[src/paged_data_space_regs.vh]
// constants for the paged data space address generator
`ifndef PAGED_DATA_SPACE_REGS_VH
`define PAGED_DATA_SPACE_REGS_VH

// special-function region word addresses of the two page registers
`define DATA_READ_PAGE_ADDR 16'h0032
`define DATA_WRITE_PAGE_ADDR 16'h0034

// page register widths
`define DATA_READ_PAGE_W 10
`define DATA_WRITE_PAGE_W 9

// reset values of the page registers
`define DATA_READ_PAGE_RST 10'h001
`define DATA_WRITE_PAGE_RST 9'h001

// field positions
`define EA_PAGE_SEL_BIT 15
`define RD_PAGE_WINDOW_BIT 9
`define EA_LOW_W 15
`define XADDR_W 24

// program memory layout
`define PROG_WORD_W 24
`define PROG_STEP 24'h000002
`define PROG_UPPER_PAD 8'h00

`endif

[src/page_reg_file.v]
// page register pair with byte-lane writes from the special-function region
`timescale 1ns/1ns
`default_nettype none
`include "paged_data_space_regs.vh"

module page_reg_file (
	input wire mclk_in, // core clock
	input wire rst_in, // synchronous reset, active high
	input wire rd_page_sel_in, // write targets the read page register
	input wire wr_page_sel_in, // write targets the write page register
	input wire wr_en_in, // register write strobe
	input wire [1:0] be_in, // byte enables, bit 0 is the low byte
	input wire [15:0] wdata_in, // write data
	output reg [`DATA_READ_PAGE_W-1:0] rd_page_out, // read page register
	output reg [`DATA_WRITE_PAGE_W-1:0] wr_page_out // write page register
);

	wire [15:0] rd_cur;
	wire [15:0] wr_cur;
	wire [15:0] rd_merge;
	wire [15:0] wr_merge;

	assign rd_cur = {6'h00, rd_page_out};
	assign wr_cur = {7'h00, wr_page_out};

	// per-lane merge so a byte write leaves the other lane alone
	genvar lane;
	generate
		for (lane = 0; lane < 2; lane = lane + 1) begin : g_lane
			assign rd_merge[lane*8 +: 8] = be_in[lane] ? wdata_in[lane*8 +: 8] : rd_cur[lane*8 +: 8];
			assign wr_merge[lane*8 +: 8] = be_in[lane] ? wdata_in[lane*8 +: 8] : wr_cur[lane*8 +: 8];
		end
	endgenerate

	// bits above the implemented width are dropped on write
	always @(posedge mclk_in) begin
		if (rst_in) begin
			rd_page_out <= `DATA_READ_PAGE_RST;
			wr_page_out <= `DATA_WRITE_PAGE_RST;
		end else if (wr_en_in) begin
			if (rd_page_sel_in) begin
				rd_page_out <= rd_merge[`DATA_READ_PAGE_W-1:0];
			end
			if (wr_page_sel_in) begin
				wr_page_out <= wr_merge[`DATA_WRITE_PAGE_W-1:0];
			end
		end
	end

endmodule
`default_nettype wire

[src/prog_addr_step.v]
// program address counter aligned on the lower word, stepping by two
`timescale 1ns/1ns
`default_nettype none
`include "paged_data_space_regs.vh"

module prog_addr_step (
	input wire mclk_in, // core clock
	input wire rst_in, // synchronous reset, active high
	input wire load_in, // load a new program address
	input wire [`XADDR_W-1:0] load_addr_in, // address to load
	input wire step_in, // advance one location
	input wire down_in, // step downward instead of upward
	output reg [`XADDR_W-1:0] pc_out // current program address
);

	reg [`XADDR_W-1:0] pc_nxt;

	// load beats step; bit 0 is forced low so the counter never sits on an upper word
	always @* begin
		pc_nxt = pc_out;
		if (load_in) begin
			pc_nxt = {load_addr_in[`XADDR_W-1:1], 1'b0};
		end else if (step_in) begin
			if (down_in) begin
				pc_nxt = pc_out - `PROG_STEP;
			end else begin
				pc_nxt = pc_out + `PROG_STEP;
			end
		end
	end

	// wraps at the top of the 24-bit space, no trap here
	always @(posedge mclk_in) begin
		if (rst_in) begin
			pc_out <= {`XADDR_W{1'b0}};
		end else begin
			pc_out <= pc_nxt;
		end
	end

endmodule
`default_nettype wire

[src/paged_data_space_address_gen.v]
// paged data space address generator with program memory word view
// Functional notes
// - ten-bit read page register extends read addresses beyond base space
// - nine-bit write page register extends write addresses beyond base space
// - read page top bit clear and address bit 15 set: page joins low fifteen bits
// - address bit 15 set on write: write page joins low fifteen bits
// - paging applies to pre- and post-modified addresses alike, linearly
// - both page registers sit in the special-function region, readable and writable
// - program location is 24 bits: lower word, upper word, upper byte unimplemented
// - lower word at even address, upper word at next odd address
// - program addresses aligned to lower word, step up or down by two
`timescale 1ns/1ns
`default_nettype none
`include "paged_data_space_regs.vh"

module paged_data_space_address_gen (
	input wire mclk_in, // core clock, 250 MHz
	input wire rst_in, // synchronous reset, active high
	// data access from the effective address path
	input wire acc_valid_in, // access request this cycle
	input wire acc_write_in, // 1 write, 0 read
	input wire [15:0] ptr_in, // pointer register value
	input wire [15:0] mod_in, // pointer modifier, two's complement
	input wire pre_mod_in, // use the modified pointer for this access
	input wire post_mod_in, // modify the pointer after the access
	// special-function region access
	input wire sfr_wr_in, // register write strobe
	input wire sfr_rd_in, // register read strobe
	input wire [15:0] sfr_addr_in, // register address
	input wire [1:0] sfr_be_in, // byte enables for writes
	input wire [15:0] sfr_wdata_in, // register write data
	output reg [15:0] sfr_rdata_out, // register read data
	output reg sfr_ack_out, // access hit one of the page registers
	// addresses toward the paged data memory
	output reg rd_valid_out, // read address valid
	output reg [`XADDR_W-1:0] rd_addr_out, // 24-bit read address
	output reg rd_extended_out, // read went through the read page with its window bit clear
	output reg rd_window_out, // read page selected the program space window
	output reg wr_valid_out, // write address valid
	output reg [`XADDR_W-1:0] wr_addr_out, // 24-bit write address
	output reg wr_extended_out, // write went through the write page
	output reg ptr_upd_valid_out, // updated pointer valid
	output reg [15:0] ptr_upd_out, // pointer after modification
	// program memory
	input wire pc_load_in, // load program address
	input wire [`XADDR_W-1:0] pc_load_addr_in, // address to load
	input wire pc_step_in, // step program address
	input wire pc_down_in, // step downward
	output wire [`XADDR_W-1:0] pc_out, // current program address
	input wire prog_rd_in, // read a program word as data
	input wire [`XADDR_W-1:0] prog_addr_in, // program word address
	input wire [`PROG_WORD_W-1:0] prog_word_in, // 24-bit location contents
	output reg prog_half_valid_out, // program half word valid
	output reg [15:0] prog_half_out // selected half of the location
);

	wire [`DATA_READ_PAGE_W-1:0] rd_page;
	wire [`DATA_WRITE_PAGE_W-1:0] wr_page;
	wire sel_rd_page;
	wire sel_wr_page;
	wire sfr_hit;
	wire reg_wr_en;
	wire [15:0] ea_mod;
	wire [15:0] ea;
	wire ea_paged;
	wire rd_page_direct;

	reg [`XADDR_W-1:0] rd_addr_nxt;
	reg rd_ext_nxt;
	reg rd_win_nxt;
	reg [`XADDR_W-1:0] wr_addr_nxt;
	reg wr_ext_nxt;
	reg [15:0] sfr_rdata_nxt;
	reg [15:0] prog_half_nxt;

	// address decode for the two page registers
	assign sel_rd_page = (sfr_addr_in == `DATA_READ_PAGE_ADDR);
	assign sel_wr_page = (sfr_addr_in == `DATA_WRITE_PAGE_ADDR);
	assign sfr_hit = sel_rd_page | sel_wr_page;
	assign reg_wr_en = sfr_wr_in & sfr_hit;

	page_reg_file u_page_regs (
		.mclk_in(mclk_in),
		.rst_in(rst_in),
		.rd_page_sel_in(sel_rd_page),
		.wr_page_sel_in(sel_wr_page),
		.wr_en_in(reg_wr_en),
		.be_in(sfr_be_in),
		.wdata_in(sfr_wdata_in),
		.rd_page_out(rd_page),
		.wr_page_out(wr_page)
	);

	prog_addr_step u_prog_step (
		.mclk_in(mclk_in),
		.rst_in(rst_in),
		.load_in(pc_load_in),
		.load_addr_in(pc_load_addr_in),
		.step_in(pc_step_in),
		.down_in(pc_down_in),
		.pc_out(pc_out)
	);

	// pre-modify uses the sum, post-modify uses the old pointer; both go the same paging path
	assign ea_mod = ptr_in + mod_in;
	assign ea = pre_mod_in ? ea_mod : ptr_in;
	assign ea_paged = ea[`EA_PAGE_SEL_BIT];
	assign rd_page_direct = ~rd_page[`RD_PAGE_WINDOW_BIT];

	// read address: page bits above the low fifteen, base address untouched below the line
	always @* begin
		rd_addr_nxt = {8'h00, ea};
		rd_ext_nxt = 1'b0;
		rd_win_nxt = 1'b0;
		if (ea_paged) begin
			if (rd_page_direct) begin
				rd_addr_nxt = {rd_page[8:0], ea[`EA_LOW_W-1:0]};
				rd_ext_nxt = 1'b1;
			end else begin
				// program space window page: same join, flagged so memory steers to flash
				rd_addr_nxt = {rd_page[8:0], ea[`EA_LOW_W-1:0]};
				rd_win_nxt = 1'b1;
			end
		end else begin
			rd_addr_nxt = {8'h00, ea};
		end
	end

	// write address: the write page has no window bit, so bit 15 alone decides
	always @* begin
		wr_addr_nxt = {8'h00, ea};
		wr_ext_nxt = 1'b0;
		if (ea_paged) begin
			wr_addr_nxt = {wr_page, ea[`EA_LOW_W-1:0]};
			wr_ext_nxt = 1'b1;
		end else begin
			wr_addr_nxt = {8'h00, ea};
		end
	end

	// access outputs, one cycle after the request; a page write in the same cycle is not seen yet
	always @(posedge mclk_in) begin
		if (rst_in) begin
			rd_valid_out <= 1'b0;
			rd_addr_out <= {`XADDR_W{1'b0}};
			rd_extended_out <= 1'b0;
			rd_window_out <= 1'b0;
			wr_valid_out <= 1'b0;
			wr_addr_out <= {`XADDR_W{1'b0}};
			wr_extended_out <= 1'b0;
		end else begin
			rd_valid_out <= acc_valid_in & ~acc_write_in;
			wr_valid_out <= acc_valid_in & acc_write_in;
			if (acc_valid_in & ~acc_write_in) begin
				rd_addr_out <= rd_addr_nxt;
				rd_extended_out <= rd_ext_nxt;
				rd_window_out <= rd_win_nxt;
			end
			if (acc_valid_in & acc_write_in) begin
				wr_addr_out <= wr_addr_nxt;
				wr_extended_out <= wr_ext_nxt;
			end
		end
	end

	// pointer write-back; wraps in 16 bits, so a post-increment past the top drops back below bit 15, out of the window
	always @(posedge mclk_in) begin
		if (rst_in) begin
			ptr_upd_valid_out <= 1'b0;
			ptr_upd_out <= 16'h0000;
		end else begin
			ptr_upd_valid_out <= acc_valid_in & (pre_mod_in | post_mod_in);
			if (acc_valid_in & (pre_mod_in | post_mod_in)) begin
				ptr_upd_out <= ea_mod;
			end
		end
	end

	// read-back of the page registers, unimplemented upper bits read as zero
	always @* begin
		sfr_rdata_nxt = 16'h0000;
		if (sel_rd_page) begin
			sfr_rdata_nxt = {6'h00, rd_page};
		end else if (sel_wr_page) begin
			sfr_rdata_nxt = {7'h00, wr_page};
		end
	end

	// read data registered; ack marks a hit so other region decoders can stay quiet
	always @(posedge mclk_in) begin
		if (rst_in) begin
			sfr_rdata_out <= 16'h0000;
			sfr_ack_out <= 1'b0;
		end else begin
			sfr_ack_out <= (sfr_rd_in | sfr_wr_in) & sfr_hit;
			if (sfr_rd_in & sfr_hit) begin
				sfr_rdata_out <= sfr_rdata_nxt;
			end else begin
				sfr_rdata_out <= 16'h0000;
			end
		end
	end

	// odd address gives the upper word, whose top byte does not exist and reads as zero
	always @* begin
		if (prog_addr_in[0]) begin
			prog_half_nxt = {`PROG_UPPER_PAD, prog_word_in[23:16]};
		end else begin
			prog_half_nxt = prog_word_in[15:0];
		end
	end

	// program half word register
	always @(posedge mclk_in) begin
		if (rst_in) begin
			prog_half_valid_out <= 1'b0;
			prog_half_out <= 16'h0000;
		end else begin
			prog_half_valid_out <= prog_rd_in;
			if (prog_rd_in) begin
				prog_half_out <= prog_half_nxt;
			end
		end
	end

endmodule
`default_nettype wire

[config.mk]
export PLATFORM = sky130hd
export DESIGN_NAME = paged_data_space_address_gen
export DESIGN_NICKNAME = d
export VERILOG_FILES = /design/src/page_reg_file.v /design/src/prog_addr_step.v /design/src/paged_data_space_address_gen.v
export VERILOG_INCLUDE_DIRS = /design/src
export SDC_FILE = /design/constraint.sdc
export NUM_CORES = 1
export LEC_CHECK = 0
export ABC_AREA = 1
export BUFFER_PORTS_ARGS = -buffer_cell sky130_fd_sc_hd__buf_2
export CAP_MARGIN = 20
export CORE_MARGIN = 8
export CORE_UTILIZATION = 50
export CTS_CLUSTER_SIZE = 20
export DETAILED_ROUTE_END_ITERATION = 10
export PLACE_DENSITY = 0.81
export SLEW_MARGIN = 25
export SYNTH_ARGS = -nofsm -noshare
export SYNTH_HDL_FRONTEND = slang
export SYNTH_SLANG_ARGS = --single-unit
[constraint.sdc]
create_clock -name mclk_in -period 2.34 [get_ports mclk_in]
set_clock_uncertainty 0.05 [all_clocks]
set_input_delay 0.468 -clock mclk_in [delete_from_list [all_inputs] [get_ports mclk_in]]
set_output_delay 0.468 -clock mclk_in [all_outputs]
set_load 0.03 [all_outputs]
==> summary.md <==
| Metric | Value |
|---|---|
| Status | `complete, no violations` |
| Total Wirelength | `24900 µm` |
| Placed instance count | `roughly 1600` |
| RSZ-0062 raised after global routing | `no` |
| # H-tree levels | `4` |
| Setup-failing EPs final | `0` |
| Warnings, synthesis | `0` |
| Starting Density | `0.509` |
| WP data arrival | `2240 ps` |
| Worst hold path type | `input port to flip-flop` |
| # nets final | `~1600` |
| CTS resizes | `0` |
| Setup crit end kind | `flip-flop` |
| Die X | `between 100 and 150 µm` |
| Avg Cell Area, Syn | `6.85 µm²` |
| M1 GR Usage | `0.284` |
| WP data required | `~2600 ps` |
| Cell area after synthesis | `between 7000 and 8000 µm²` |
| Register area share after synthesis | `0.365` |
| Vias/cell | `5.26` |
| Area Growth Syn to Fin | `29.4%` |
| VDD IR-drop max | `0.520 mV` |
| Worst hold path depth | `3` |
| Post-route clock period utilization | `0.835` |
| Total GRT Usage | `0.251` |
| Wire per inst | `15.7 µm` |
| PwrDens | `between 600 and 700 nW/µm²` |
| Flop and latch count out of synthesis | `140` |
| Met2 Use GR | `0.432` |
| Synth Area in Compound Gates | `0.170` |
| EDFF count, synth | `0` |
| Post-synth top flop | `dfxtp_1` |
| Max Cap Violations | `0` |
| # rows | `45` |
| R2R depth | `12` |
| Clock sinks | `140` |
| Antenna diode count | `0` |
| Final std cells w/o fill | `around 1600` |
| Clock root buffer master | `clkbuf_16` |
| Antenna-violating nets left | `0` |
| Die H | `roughly 140 µm` |
| Initial antenna violation count | `0` |
| Via count | `around 8400` |
| Largest net degree at the start of global routing | `90` |
| Post-synthesis xor/xnor area fraction | `0.0205` |
| Worst slew margin | `0.428` |
| Vias in the first global route | `8125` |
| Gate Count Post-Synth | `1121` |
| P_leak | `around 5.2 nW` |
| Max frequency | `512 MHz` |
| Adder-cell share of the synthesized area | `0.0639` |
| Top Usage Layer GRT | `met2` |
| Synth Area in Simple Gates | `0.284` |
| Setup CP Type | `flip-flop to flip-flop` |
| Crit start category | `flip-flop` |
| Ys async rst share | `0` |
| Boundary Pins | `278` |
| Post-CTS Setup Inserts | `0` |
| Yosys cell types | `45` |
| Core area | `15100 µm²` |
| Slew Viols, Final | `0` |
| Hold Vio Cnt, Final | `0` |
| DRT Pass-1 Iters | `6` |
| Met3 usage | `0.0615` |
| Worst Tran Pin Value | `858 ps` |
| Die ar. | `19600 µm²` |
| Routability cong. | `0.968` |
| Iteration-0 DRC Markers | `around 470` |
| Share of cells above drive strength 1 | `0.246` |
| Cts bufs inserted | `17` |
| Later-pin clock latency in the skew report | `roughly 420 ps` |
| Final min period | `1950 ps` |
| Clock Tree Buf Depth | `2` |
| CTS Hold Bufs | `0` |
| Mux cell area share after synthesis | `0.00261` |
| Register clock-pin slew on the reported worst setup and hold paths | `60 ps` |
| Dpl hpwl | `19300 µm` |
| I/O Buffers | `240` |
| # DRC | `0` |
| Post-route setup TNS | `0 ps` |
| GRT overflow | `0` |
| Global-route wire length before repair | `between 40000 and 50000 µm` |
| TritonCTS clock tree | `done` |
| Layout fillers | `1353` |
| CP max FO | `5` |
| Largest family of logic cells by synthesized area | `simple AND/OR/NAND/NOR gates` |
synthesized netlist by cell type (all sizes together), types with 3 or more instances:
cell type | instances | area (µm²)
ha | 36 | 450
o21ai | 72 | 364
clkbuf | 34 | 128
nand3 | 63 | 320
nor2 | 130 | 498
xor2 | 17 | 149
nand2 | 262 | 1000
nor4 | 3 | 48.8
a21o | 3 | 22.5
dfxtp | 140 | 2800
o21bai | 4 | 30.0
o211ai | 9 | 67.6
o22ai | 6 | 37.5
nand3b | 7 | 52.6
nor3 | 12 | 65.1
a31oi | 8 | 50.1
a22oi | 14 | 105
a21oi | 119 | 599
inv | 124 | 468
buf | 18 | 124
nand4 | 28 | 175
through the flow:
| stage | power (W) | area (µm²) | hold slack (ps) | utilization | worst slack (ps) |
|---|---|---|---|---|---|
| after floorplan | 0.00366 | 7700 | 386 | - | 358 |
| after global placement | 0.00423 | 9370 | 400 | 0.621 | 28.9 |
| after detailed placement | 0.00426 | 9370 | 403 | 0.621 | 6.47 |
| after CTS | 0.00682 | 9930 | 213 | 0.658 | 374 |
| after global routing | 0.00711 | 9930 | 232 | 0.658 | 180 |
| final | 0.00678 | 9930 | 239 | 0.658 | 387 |
flip-flops by register name, summed over array words and instances, names as in the netlist, 9 cells and up:
signal and cells:
rd_addr_out 24, wr_addr_out 24, u_page_regs.rd_page_out 10, prog_half_out 16
sfr_rdata_out 10, u_page_regs.wr_page_out 9, ptr_upd_out 16, u_prog_step.pc_out 23
layout make-up:
type	count	area [µm²]	area share
sequential	140	2800	0.282
tap	188	235	0.0237
multi-input combinational	810	4170	0.420
timing repair buffer	294	1680	0.169
clock buffer	18	439	0.0442
inverter	125	472	0.0475
clock inverter	14	124	0.0125
routing by layer:
layer | wire [µm] | vias to the layer above
met5 | 0 | -
met4 | 833 | 0
met3 | 1780 | 51
met2 | 12200 | 300
met1 | 10000 | 3790
li1 | - | 4221
layout by cell type, fill, tap and decap left out, types with 28 or more instances in the layout:
cell and count:
nand2_1 258, o21ai_0 69, nand3_1 62, buf_2 240, buf_4 48, ha_1 36, inv_1 120, nor2_1 127
a21oi_1 118, nand4_1 28, dfxtp_1 140
where the power goes:
group | switching, W | internal (W)
Combinational | 0.00105 | 0.000591
Clock | 0.00114 | 0.00142
Sequential | 0.0000757 | 0.00250
worst paths after layout:
path | start | to | slack, ps
worst max-delay path | u_prog_step.pc_out[1] | u_prog_step.pc_out[19] | 390
worst min-delay path | sfr_wdata_in[0] | u_page_regs.wr_page_out[0] | 240
worst max register to register | u_prog_step.pc_out[1] | u_prog_step.pc_out[19] | 390
worst min register to register | wr_addr_out[15] | wr_addr_out[15] | 410
logic make-up (layout without fill, tap and decap cells):
logic type	Yosys count	after routing
buf+inv	177	451
mux	2	2
xor+xnor	18	18
simple gates	507	507
fa+ha+maj	38	38
compound gates	238	238
flops	140	140
other cells	1	7
critical path: stages (launching register included):
cell,delay [ps]
dfxtp_1,360
fa_1,420
nand3_1,90
nand2_1,130
nand2_1,110
nand2_1,120
nand2_1,90
nand2_1,70
nand2_1,80
nand2_1,50
nand2_1,60
nand3_1,90
a21oi_1,150
Note: power is estimated with default switching activity, not from simulation.
